$ cat src/include/drive_ctrl_defines.vh
// Summary of operation
// [RL1] terminal with function code 15 locks parameters
// [RL2] modes 00/01 lock writes while lock input on
// [RL3] modes 02/03 lock writes regardless of input
// [RL4] mode 10 allows only run-changeable writes
// [RL5] code 31 terminal forces panel as source
// [RL6] code 51 terminal forces terminal block source
// [RL7] source change while driving cancels run, stops
// [RL8] partner drops the selected source's run command before restarting
// [RL9] code 11 terminal holds motor output off
// [RL10] coast release restarts after retry wait time
// [RL11] panel run source: no automatic restart
// [RL12] restart mode: zero, matching, active matching
// [RL13] matching falls back to zero below threshold
// [RL14] zero restart is immediate, ignores wait
// [RL15] matching restart resumes at measured frequency
// [RL16] active matching start frequency select
// [RL17] scan ramps down, then reaccelerates to shutoff
// [RL18] scan current limit 2.00 ct, 1.50 vt
// [RL19] rejected writes leave stored value unchanged
`ifndef DRIVE_CTRL_DEFINES_VH
`define DRIVE_CTRL_DEFINES_VH
// ****************************
// register offsets
// ****************************
`define A_LOCK_MODE 5'h00
`define A_FREQ_SRC 5'h01
`define A_RUN_SRC 5'h02
`define A_RESTART 5'h03
`define A_RETRY_WAIT 5'h04
`define A_THRESH 5'h05
`define A_SCAN_CUR 5'h06
`define A_SCAN_TC 5'h07
`define A_SCAN_START 5'h08
`define A_DUTY 5'h09
`define A_BASE_FREQ 5'h0a
`define A_MAX_FREQ 5'h0b
`define A_SET_FREQ 5'h0c
`define A_STATUS 5'h0d
`define A_OUT_FREQ 5'h0e
`define A_FSEL_BASE 5'h10
// ****************************
// codes and limits
// ****************************
`define LK_INPUT 8'h00
`define LK_INPUT_F 8'h01
`define LK_ALL 8'h02
`define LK_ALL_F 8'h03
`define LK_RUNCHG 8'h10
`define FN_COAST 8'h0b
`define FN_LOCK 8'h0f
`define FN_PANEL 8'h1f
`define FN_TERM 8'h33
`define SRC_SETREG 2'h0
`define SRC_TERM 2'h1
`define SRC_PANEL 2'h2
`define SRC_COMM 2'h3
`define RS_ZERO 2'h0
`define RS_MATCH 2'h1
`define RS_ACTIVE 2'h2
`define SS_SHUT 2'h0
`define SS_MAX 2'h1
`define SS_NEW 2'h2
`define RETRY_MIN 16'h0003
`define RETRY_MAX 16'h03e8
`define THRESH_MAX 16'h9c40
`define SCAN_CT_MAX 16'h00c8
`define SCAN_VT_MAX 16'h0096
// ****************************
// reset values and timing
// ****************************
`define RST_RETRY 16'h000a
`define RST_MAX_FREQ 16'h1770
`define RST_BASE_FREQ 16'h1388
`define RST_SCAN_CUR 16'h0064
`define RST_SCAN_TC 16'h0001
`define MCLK_PERIOD_NS 100
`define WAIT_UNIT_NS 100000000
`define WAIT_UNIT_CYC (`WAIT_UNIT_NS / `MCLK_PERIOD_NS)
`define RAMP_STEP_NS 100000
`define RAMP_STEP_CYC (`RAMP_STEP_NS / `MCLK_PERIOD_NS)
`endif

$ cat src/rtl/retry_timer.v
`timescale 1ns/1ns
`default_nettype none
`include "drive_ctrl_defines.vh"
module retry_timer #(
	parameter UNIT_CYC = `WAIT_UNIT_CYC
) (
	input wire mclk,
	input wire rst,
	input wire start,
	input wire [15:0] waitUnits,
	output reg done
);
// ****************************
// prescaled wait counter
// ****************************
reg [31:0] preCnt_r;
reg [15:0] unitCnt_r;
reg busy_r;
always @(posedge mclk or posedge rst) begin
	if (rst) begin
		preCnt_r <= 32'h0000_0000;
		unitCnt_r <= 16'h0000;
		busy_r <= 1'b0;
		done <= 1'b0;
	end else if (start) begin
		preCnt_r <= 32'h0000_0000;
		unitCnt_r <= waitUnits;
		busy_r <= 1'b1;
		done <= 1'b0;
	end else if (busy_r) begin
		if (unitCnt_r == 16'h0000) begin
			busy_r <= 1'b0;
			done <= 1'b1;
		end else if (preCnt_r == UNIT_CYC - 1) begin
			preCnt_r <= 32'h0000_0000;
			unitCnt_r <= unitCnt_r - 16'h0001;
		end else begin
			preCnt_r <= preCnt_r + 32'h0000_0001;
		end
	end else begin
		done <= 1'b0;
	end
end
endmodule
`default_nettype wire

$ cat src/rtl/drive_ctrl.v
// The register offsets and the address-and-strobe port are this design's own decisions.
`timescale 1ns/1ns
`default_nettype none
`include "drive_ctrl_defines.vh"
module drive_ctrl #(
	parameter WAIT_CYC = `WAIT_UNIT_CYC
) (
	input wire mclk,
	input wire rst,
	input wire [4:0] addr,
	input wire [15:0] wdata,
	input wire wr,
	input wire rd,
	output reg [15:0] rdata,
	input wire [7:0] termPins,
	input wire termRunPin,
	input wire panelRun,
	input wire commRun,
	input wire [15:0] terminalFreq,
	input wire [15:0] panelFreq,
	input wire [15:0] commFreq,
	input wire [15:0] detFreq,
	input wire voltMatch,
	output reg outEnable,
	output reg [15:0] outFreq,
	output reg scanActive,
	output reg [15:0] currentLimit,
	output reg panelSel,
	output reg terminalSel
);
// ****************************
// states
// ****************************
localparam ST_STOP = 3'd0;
localparam ST_RUN = 3'd1;
localparam ST_COAST = 3'd2;
localparam ST_WAIT = 3'd3;
localparam ST_SCAN = 3'd4;
// ****************************
// functions
// ****************************
function termOn;
	input [63:0] fs;
	input [7:0] t;
	input [7:0] code;
	integer i;
	begin
		termOn = 1'b0;
		for (i = 0; i < 8; i = i + 1) begin
			if (fs[i*8 +: 8] == code && t[i])
				termOn = 1'b1;
		end
	end
endfunction
function [15:0] srcMux;
	input [1:0] sel;
	input [15:0] a;
	input [15:0] b;
	input [15:0] c;
	input [15:0] d;
	begin
		case (sel)
		`SRC_SETREG: srcMux = a;
		`SRC_TERM: srcMux = b;
		`SRC_PANEL: srcMux = c;
		default: srcMux = d;
		endcase
	end
endfunction
// ****************************
// input synchronisers
// ****************************
reg [8:0] pinMeta_r;
reg [8:0] pinSync_r;
always @(posedge mclk or posedge rst) begin
	if (rst) begin
		pinMeta_r <= 9'h000;
		pinSync_r <= 9'h000;
	end else begin
		pinMeta_r <= {termRunPin, termPins};
		pinSync_r <= pinMeta_r;
	end
end
wire [7:0] terms = pinSync_r[7:0];
wire termRun = pinSync_r[8];
// ****************************
// parameter registers
// ****************************
reg [7:0] lockMode_r;
reg [1:0] freqSrc_r;
reg [1:0] runSrc_r;
reg [1:0] restartMode_r;
reg [15:0] retryWait_r;
reg [15:0] thresh_r;
reg [15:0] scanCur_r;
reg [15:0] scanTc_r;
reg [1:0] scanStart_r;
reg duty_r;
reg [15:0] baseFreq_r;
reg [15:0] maxFreq_r;
reg [15:0] setFreq_r;
reg [63:0] fsel_r;
reg lastRejected_r;
reg [2:0] state_r;
reg blocked_r;
wire lockOn = termOn(fsel_r, terms, `FN_LOCK); // RL1
wire panelOvr = termOn(fsel_r, terms, `FN_PANEL); // RL5
wire termOvr = termOn(fsel_r, terms, `FN_TERM); // RL6
wire coast = termOn(fsel_r, terms, `FN_COAST); // RL9
wire driving = (state_r != ST_STOP);
// ****************************
// write protection
// ****************************
reg wrAllowed;
reg valueOk;
wire isLock = (addr == `A_LOCK_MODE);
wire isFreqCmd = (addr == `A_SET_FREQ);
wire isRunChg = isLock || isFreqCmd || (addr == `A_SCAN_CUR) ||
	(addr == `A_SCAN_TC);
always @* begin
	case (lockMode_r)
	`LK_INPUT: wrAllowed = !lockOn || isLock; // RL2
	`LK_INPUT_F: wrAllowed = !lockOn || isLock || isFreqCmd; // RL2
	`LK_ALL: wrAllowed = isLock; // RL3
	`LK_ALL_F: wrAllowed = isLock || isFreqCmd; // RL3
	`LK_RUNCHG: wrAllowed = isRunChg; // RL4
	default: wrAllowed = isLock;
	endcase
end
always @* begin
	case (addr)
	`A_LOCK_MODE: valueOk = (wdata == {8'h00, `LK_INPUT}) ||
		(wdata == {8'h00, `LK_INPUT_F}) ||
		(wdata == {8'h00, `LK_ALL}) ||
		(wdata == {8'h00, `LK_ALL_F}) ||
		(wdata == {8'h00, `LK_RUNCHG});
	`A_RESTART: valueOk = (wdata[15:0] <= {14'h0000, `RS_ACTIVE});
	`A_SCAN_START: valueOk = (wdata <= {14'h0000, `SS_NEW});
	`A_RETRY_WAIT: valueOk = (wdata >= `RETRY_MIN) &&
		(wdata <= `RETRY_MAX);
	`A_THRESH: valueOk = (wdata <= `THRESH_MAX); // RL13
	`A_SCAN_CUR: valueOk = duty_r ? (wdata <= `SCAN_VT_MAX) :
		(wdata <= `SCAN_CT_MAX); // RL18
	`A_STATUS: valueOk = 1'b0;
	`A_OUT_FREQ: valueOk = 1'b0;
	default: valueOk = 1'b1;
	endcase
end
wire wrAccept = wr && wrAllowed && valueOk;
always @(posedge mclk or posedge rst) begin
	if (rst) begin
		lockMode_r <= `LK_INPUT;
		freqSrc_r <= `SRC_SETREG;
		runSrc_r <= `SRC_TERM;
		restartMode_r <= `RS_ZERO;
		retryWait_r <= `RST_RETRY;
		thresh_r <= 16'h0000;
		scanCur_r <= `RST_SCAN_CUR;
		scanTc_r <= `RST_SCAN_TC;
		scanStart_r <= `SS_SHUT;
		duty_r <= 1'b0;
		baseFreq_r <= `RST_BASE_FREQ;
		maxFreq_r <= `RST_MAX_FREQ;
		setFreq_r <= 16'h0000;
		fsel_r <= 64'h0000_0000_0000_0000;
		lastRejected_r <= 1'b0;
	end else if (wr) begin
		lastRejected_r <= !wrAccept;
		if (wrAccept) begin // RL19
			case (addr)
			`A_LOCK_MODE: lockMode_r <= wdata[7:0];
			`A_FREQ_SRC: freqSrc_r <= wdata[1:0];
			`A_RUN_SRC: runSrc_r <= wdata[1:0];
			`A_RESTART: restartMode_r <= wdata[1:0]; // RL12
			`A_RETRY_WAIT: retryWait_r <= wdata;
			`A_THRESH: thresh_r <= wdata;
			`A_SCAN_CUR: scanCur_r <= wdata;
			`A_SCAN_TC: scanTc_r <= wdata;
			`A_SCAN_START: scanStart_r <= wdata[1:0];
			`A_DUTY: duty_r <= wdata[0];
			`A_BASE_FREQ: baseFreq_r <= wdata;
			`A_MAX_FREQ: maxFreq_r <= wdata;
			`A_SET_FREQ: setFreq_r <= wdata;
			default: begin
				if (addr[4:3] == 2'b10)
					fsel_r[addr[2:0]*8 +: 8] <= wdata[7:0]; // RL1
			end
			endcase
		end
	end
end
// ****************************
// command source selection
// ****************************
wire [1:0] runSel = panelOvr ? `SRC_PANEL :
	(termOvr ? `SRC_TERM : runSrc_r); // RL5 RL6
wire [1:0] freqSel = panelOvr ? `SRC_PANEL :
	(termOvr ? `SRC_TERM : freqSrc_r); // RL5 RL6
wire [15:0] runVec = srcMux(runSel, 16'h0000, {15'h0000, termRun},
	{15'h0000, panelRun}, {15'h0000, commRun});
wire runCmd = runVec[0];
wire [15:0] freqRaw = srcMux(freqSel, setFreq_r, terminalFreq,
	panelFreq, commFreq);
wire [15:0] freqCmd = (freqRaw > maxFreq_r) ? maxFreq_r : freqRaw;
reg [1:0] ovrPrev_r;
wire srcChange = ({panelOvr, termOvr} != ovrPrev_r);
wire runOk = runCmd && !blocked_r;
// ****************************
// ramp timing and retry timer
// ****************************
reg [15:0] stepCnt_r;
reg [15:0] scanCnt_r;
wire stepTick = (stepCnt_r == `RAMP_STEP_CYC - 1);
reg timerStart_r;
wire timerDone;
retry_timer #(
	.UNIT_CYC(WAIT_CYC)
) u_timer (
	.mclk(mclk),
	.rst(rst),
	.start(timerStart_r),
	.waitUnits(retryWait_r),
	.done(timerDone)
);
always @(posedge mclk or posedge rst) begin
	if (rst)
		stepCnt_r <= 16'h0000;
	else if (stepTick)
		stepCnt_r <= 16'h0000;
	else
		stepCnt_r <= stepCnt_r + 16'h0001;
end
// ****************************
// drive sequencer
// ****************************
reg [15:0] shutFreq_r;
reg holdTarget_r;
wire [15:0] target = holdTarget_r ? shutFreq_r : freqCmd;
wire lowDet = (detFreq < thresh_r) ||
	(detFreq <= {1'b0, baseFreq_r[15:1]});
reg [15:0] scanFreq;
always @* begin
	case (scanStart_r)
	`SS_SHUT: scanFreq = shutFreq_r; // RL16
	`SS_MAX: scanFreq = maxFreq_r; // RL16
	default: scanFreq = freqCmd; // RL16
	endcase
end
always @(posedge mclk or posedge rst) begin
	if (rst) begin
		state_r <= ST_STOP;
		blocked_r <= 1'b0;
		ovrPrev_r <= 2'b00;
		outFreq <= 16'h0000;
		outEnable <= 1'b0;
		scanActive <= 1'b0;
		shutFreq_r <= 16'h0000;
		holdTarget_r <= 1'b0;
		timerStart_r <= 1'b0;
		scanCnt_r <= 16'h0000;
	end else begin
		ovrPrev_r <= {panelOvr, termOvr};
		timerStart_r <= 1'b0;
		if (srcChange && driving && !coast) begin
			blocked_r <= 1'b1; // RL7 RL8
			state_r <= ST_STOP;
			outEnable <= 1'b0;
			outFreq <= 16'h0000;
			scanActive <= 1'b0;
			holdTarget_r <= 1'b0;
		end else if (coast && state_r != ST_COAST) begin
			if (state_r == ST_RUN)
				shutFreq_r <= outFreq;
			state_r <= ST_COAST; // RL9
			outEnable <= 1'b0;
			scanActive <= 1'b0;
		end else begin
			if (!runCmd)
				blocked_r <= 1'b0; // RL8
			case (state_r)
			ST_STOP: begin
				outEnable <= 1'b0;
				outFreq <= 16'h0000;
				if (runOk) begin
					state_r <= ST_RUN;
					outEnable <= 1'b1;
				end
			end
			ST_RUN: begin
				if (!runOk && outFreq == 16'h0000) begin
					state_r <= ST_STOP;
					outEnable <= 1'b0;
				end else if (stepTick) begin
					if (!runOk)
						outFreq <= outFreq - 16'h0001;
					else if (outFreq < target)
						outFreq <= outFreq + 16'h0001;
					else if (outFreq > target)
						outFreq <= outFreq - 16'h0001;
					else
						holdTarget_r <= 1'b0; // RL17
				end
			end
			ST_COAST: begin
				outEnable <= 1'b0; // RL9
				if (!coast) begin
					if (runSrc_r == `SRC_PANEL) begin
						blocked_r <= 1'b1; // RL11
						state_r <= ST_STOP;
						outFreq <= 16'h0000;
					end else if (restartMode_r == `RS_ZERO) begin
						state_r <= ST_RUN; // RL14
						outFreq <= 16'h0000;
						outEnable <= runOk;
					end else begin
						state_r <= ST_WAIT; // RL10
						timerStart_r <= 1'b1;
					end
				end
			end
			ST_WAIT: begin
				if (!runOk) begin
					state_r <= ST_STOP;
					outFreq <= 16'h0000;
				end else if (timerDone && !timerStart_r) begin
					outEnable <= 1'b1;
					if (restartMode_r == `RS_MATCH) begin
						state_r <= ST_RUN; // RL15
						outFreq <= lowDet ? 16'h0000 : detFreq; // RL13
					end else begin
						state_r <= ST_SCAN;
						outFreq <= scanFreq; // RL16
						scanActive <= 1'b1;
						scanCnt_r <= 16'h0000;
					end
				end
			end
			ST_SCAN: begin
				if (!runOk) begin
					state_r <= ST_STOP;
					outEnable <= 1'b0;
					scanActive <= 1'b0;
				end else if (voltMatch || outFreq == 16'h0000) begin
					state_r <= ST_RUN; // RL17
					scanActive <= 1'b0;
					holdTarget_r <= 1'b1;
				end else if (stepTick) begin
					if (scanCnt_r + 16'h0001 >= scanTc_r) begin
						scanCnt_r <= 16'h0000;
						outFreq <= outFreq - 16'h0001; // RL17
					end else begin
						scanCnt_r <= scanCnt_r + 16'h0001;
					end
				end
			end
			default: begin
				state_r <= ST_STOP;
				outEnable <= 1'b0;
			end
			endcase
		end
	end
end
// ****************************
// current limit and source flags
// ****************************
always @(posedge mclk or posedge rst) begin
	if (rst) begin
		currentLimit <= 16'h0000;
		panelSel <= 1'b0;
		terminalSel <= 1'b0;
	end else begin
		currentLimit <= scanActive ? scanCur_r : 16'h0000; // RL18
		panelSel <= (runSel == `SRC_PANEL);
		terminalSel <= (runSel == `SRC_TERM);
	end
end
// ****************************
// read port
// ****************************
reg [15:0] rdMux;
always @* begin
	case (addr)
	`A_LOCK_MODE: rdMux = {8'h00, lockMode_r};
	`A_FREQ_SRC: rdMux = {14'h0000, freqSrc_r};
	`A_RUN_SRC: rdMux = {14'h0000, runSrc_r};
	`A_RESTART: rdMux = {14'h0000, restartMode_r};
	`A_RETRY_WAIT: rdMux = retryWait_r;
	`A_THRESH: rdMux = thresh_r;
	`A_SCAN_CUR: rdMux = scanCur_r;
	`A_SCAN_TC: rdMux = scanTc_r;
	`A_SCAN_START: rdMux = {14'h0000, scanStart_r};
	`A_DUTY: rdMux = {15'h0000, duty_r};
	`A_BASE_FREQ: rdMux = baseFreq_r;
	`A_MAX_FREQ: rdMux = maxFreq_r;
	`A_SET_FREQ: rdMux = setFreq_r;
	`A_STATUS: rdMux = {5'h00, coast, lastRejected_r, termOvr,
		panelOvr, lockOn, blocked_r, scanActive, outEnable,
		state_r};
	`A_OUT_FREQ: rdMux = outFreq;
	default: begin
		if (addr[4:3] == 2'b10)
			rdMux = {8'h00, fsel_r[addr[2:0]*8 +: 8]};
		else
			rdMux = 16'h0000;
	end
	endcase
end
always @(posedge mclk or posedge rst) begin
	if (rst)
		rdata <= 16'h0000;
	else if (rd)
		rdata <= rdMux;
	else
		rdata <= 16'h0000;
end
endmodule
`default_nettype wire

$ cat config.mk
export PLATFORM = sky130hd
export DESIGN_NAME = drive_ctrl
export DESIGN_NICKNAME = d
export VERILOG_FILES = /design/src/rtl/retry_timer.v /design/src/rtl/drive_ctrl.v
export VERILOG_INCLUDE_DIRS = /design/src /design/src/include
export SDC_FILE = /design/constraint.sdc
export NUM_CORES = 1
export LEC_CHECK = 0
export BUFFER_PORTS_ARGS = -buffer_cell sky130_fd_sc_hd__buf_2
export CORE_MARGIN = 3
export CORE_UTILIZATION = 52
export DETAILED_ROUTE_END_ITERATION = 16
export PLACE_DENSITY = 0.7
export SYNTH_ARGS = -nofsm -noshare
export SYNTH_HDL_FRONTEND = slang
export SYNTH_SLANG_ARGS = --single-unit
$ cat constraint.sdc
create_clock -name mclk -period 15.3 [get_ports mclk]
set_input_delay 1.53 -clock mclk [delete_from_list [all_inputs] [get_ports mclk]]
set_output_delay 1.53 -clock mclk [all_outputs]
set_load 0.05 [all_outputs]
==> flow_metrics.tcl <==
set metrics [dict create \
    status "completed" \
    grt_usage_pct 31.93 \
    tightest_slew_ps 1404 \
    dieArea_um2 45170 \
    switchingPower_w 0.001191 \
    p_comb_share_pct 29.2 \
    drt-initial-drc-count 2270 \
    netlist_top_cells_area "dfrtp_1 40%, mux2_2 10%, ha_1 5.1%" \
    cts_setup_buffers 0 \
    fp.dieW_um 212.5 \
    gp_congestion 0.9775 \
    syn_inst 2209 \
    overflow 0 \
    skew_ps 28.87 \
    clockPowerShare_pct 30.8 \
    min_from "pinMeta_r[7]" \
    cp.required_ps 15760 \
    startpoint_type "register" \
    timing.setup.tns_ps 0 \
    htree_levels 2 \
    post_cts_resized 0 \
    worstSkewPairLatency_ps 590 \
    grt_pass1_wl_um 111100 \
    vias 18990 \
    cp-startpoint "fsel_r[40]" \
    registers.top_by_ff_count "fsel_r" \
    ant_nets 0 \
    grt_max_degree 114 \
    p_per_area_nw_per_um2 130.4 \
    io_pins 153 \
    p_seq_share_pct 40.0 \
    start_util_pct 52.76 \
    cap_violations 0 \
    synthFlopType "dfrtp_1" \
    yosysMostFrequentCell "dfrtp_1" \
    drc 0 \
    routed_via_density 6.638 \
    min_path_cells 0 \
    crit_arrival_ps 8780 \
    synth_edf_count 0 \
    instances_no_fill 2861 \
    peakVddDrop_v 0.00009315 \
    yosys_warnings 0 \
    worst_r2r_path_depth 27 \
    first_global_vias 18620 \
    clk_pin_slew_worst_paths_ps 60 \
    swShare_pct 37.15 \
    worstPathMaxFanout 40 \
    critPathKind "register to register" \
    cts_sinks 370 \
    die_h_um 212.5 \
    cts_buffer_depth 3 \
    core-area_um2 42040 \
    whs_endpoint "pinSync_r[7]" \
    total_leakage_power_nw 11.23 \
    cts_tree "built" \
    endpoint_kind "register" \
    numPortBuffers 152 \
    async_reset_ff_share_pct 100.0 \
    finalNetCount 2478 \
    num-fill-cells 3635 \
    cts_buffers 42 \
    relSlewSlack_pct 5.410 \
    synth.ff_latch_count 370 \
    synth_nets 2400 \
    cts-hold-fix-buffers 0 \
    largest_reg_flops 64 \
    drive_gt1_share_pct 21.97 \
    largestRegisters "fsel_r x64, u_timer.preCnt_r x32" \
    r2r_end "outFreq[8]" \
    dp.cells 2782 \
    firstDrtPassIters 8 \
    yosysUniqueCellTypes 98 \
    hold_viol_final 0 \
    hold_slack_ps 347.7 \
    max_freq_mhz 120.2 \
    yosys-top-cells-count "351 x dfrtp_1, 199 x mux2_2, 147 x nor2_1, 127 x nand2_1, 111 x o21ai_0" \
    wirelength_um 72850 \
    maxSlewViolCount 0 \
    r2r-start "fsel_r[40]" \
    setup_viol 0 \
    reg2reg_slack_ps 6980 \
    period_share_pct 54.39 \
    hold_class "register to register" \
    antenna_found_initial 3 \
    clockRootBuffer "clkbuf_16" \
    finalCriticalPeriod_ps 8322 \
    rsz0062_at_grt "no" \
    avgSynthCellArea_um2 10.04 \
    synthToLayoutAreaGrowth_pct 10.77 \
    row_count 75 \
    internal-power_w 0.002014 \
    yosysSeqAreaShare_pct 41.85 \
    wl_per_cell_um 25.46 \
    synth_top_cell_by_area "dfrtp_1" \
    hpwlAfterDp_um 52920 \
    yosys.area.top_type_share_pct 39.60 \
    final_util_pct 58.45 \
    syn-cell-area_um2 22180 \
]
power by group through the flow:
stage,clock network (W),logic [W],registers (W)
2_1_floorplan,0,0.000631,0.00126
3_3_place_gp,0,0.000898,0.00129
3_5_place_dp,0,0.000916,0.00129
4_1_cts,0.00101,0.000922,0.00127
5_1_grt,0.00104,0.00102,0.00129
6_report,0.000988,0.000934,0.00128
critical path: stages (launching register included):
cell      delay [ps]
dfrtp_1          390
nor4bb_1         170
and3_1           200
a31o_1           240
or3_1            730
nor2_2           400
inv_1            160
a222oi_1         410
o21ai_0          240
ha_1             360
nand4_1           70
nor2_1           160
o221ai_1         200
a31oi_4          870
nor2_1           120
a211oi_1         250
a21oi_1           80
ha_1             330
nor2b_1          130
o21a_1           160
o211ai_1         170
a31o_2           210
o221a_2          230
nand2_1           70
o21ai_0         1080
o221ai_1         270
a222oi_1         330
a211oi_1         120
routing by layer:
| metal | part of all wire (%) | GRT usage, % | up-vias |
|---|---|---|---|
| met5 | 0.034 | 0 | - |
| met4 | 5.6 | 15.85 | 4 |
| met3 | 8.2 | 6.242 | 217 |
| met2 | 46 | 50.48 | 880 |
| met1 | 41 | 42.20 | 9426 |
| li1 | - | - | 8464 |
cell families after synthesis:
kind of cell	Yosys count	share of synthesized area, %
buffers and inverters	236	4.225
adders and majority gates	90	5.077
muxes	246	13.14
AOI/OAI and AO/OA	526	17.11
DFF	370	41.85
and+or+nand+nor	685	16.31
xor gates and xnor gates	56	2.296
layout make-up:
type / count / area [um^2] / area share (%)
clock inverter: 18 / 172.7 / 0.7027
timing repair buffer: 171 / 903.4 / 3.677
clock buffer: 60 / 1159 / 4.715
tap: 539 / 674.4 / 2.745
sequential: 370 / 9283 / 37.78
inverter: 99 / 381.6 / 1.553
multi-input combinational: 1603 / 12000 / 48.82
antenna: 1 / 2.502 / 0.01018
per-stage QoR:
stage	total power [W]	setup slack (ps)	instance area (um^2)
3_3_place_gp	0.002186	7367	23240
4_1_cts	0.003201	7203	24570
3_5_place_dp	0.002208	7215	23240
2_1_floorplan	0.001890	3528	22180
5_1_grt	0.003356	6524	24570
6_report	0.003205	6978	24570
worst max path at each step:
stage                               end
after floorplan           baseFreq_r[0]
after global placement       outFreq[8]
after detailed placement     outFreq[8]
after CTS                    outFreq[8]
after global routing         outFreq[8]
final                        outFreq[8]
placed cells by master (no fill, tap or decap), types with 28 or more instances in the layout:
cell / Yosys / layout
a211oi_1: 28 / 28
nand4_1: 43 / 43
and2_1: 39 / 39
and3_1: 61 / 61
a21oi_1: 86 / 86
nor3_1: 41 / 40
xnor2_1: 31 / 31
clkbuf_16: 0 / 42
nand2_1: 127 / 127
o21ai_0: 111 / 111
inv_1: 97 / 96
mux2_2: 199 / 199
dfrtp_1: 351 / 351
buf_2: 23 / 152
nand3_1: 84 / 84
nor2_1: 147 / 146
ha_1: 90 / 90
nor2b_1: 33 / 33
mux2i_1: 29 / 29
a22oi_1: 30 / 30
Power figures use the tool's default switching activity.
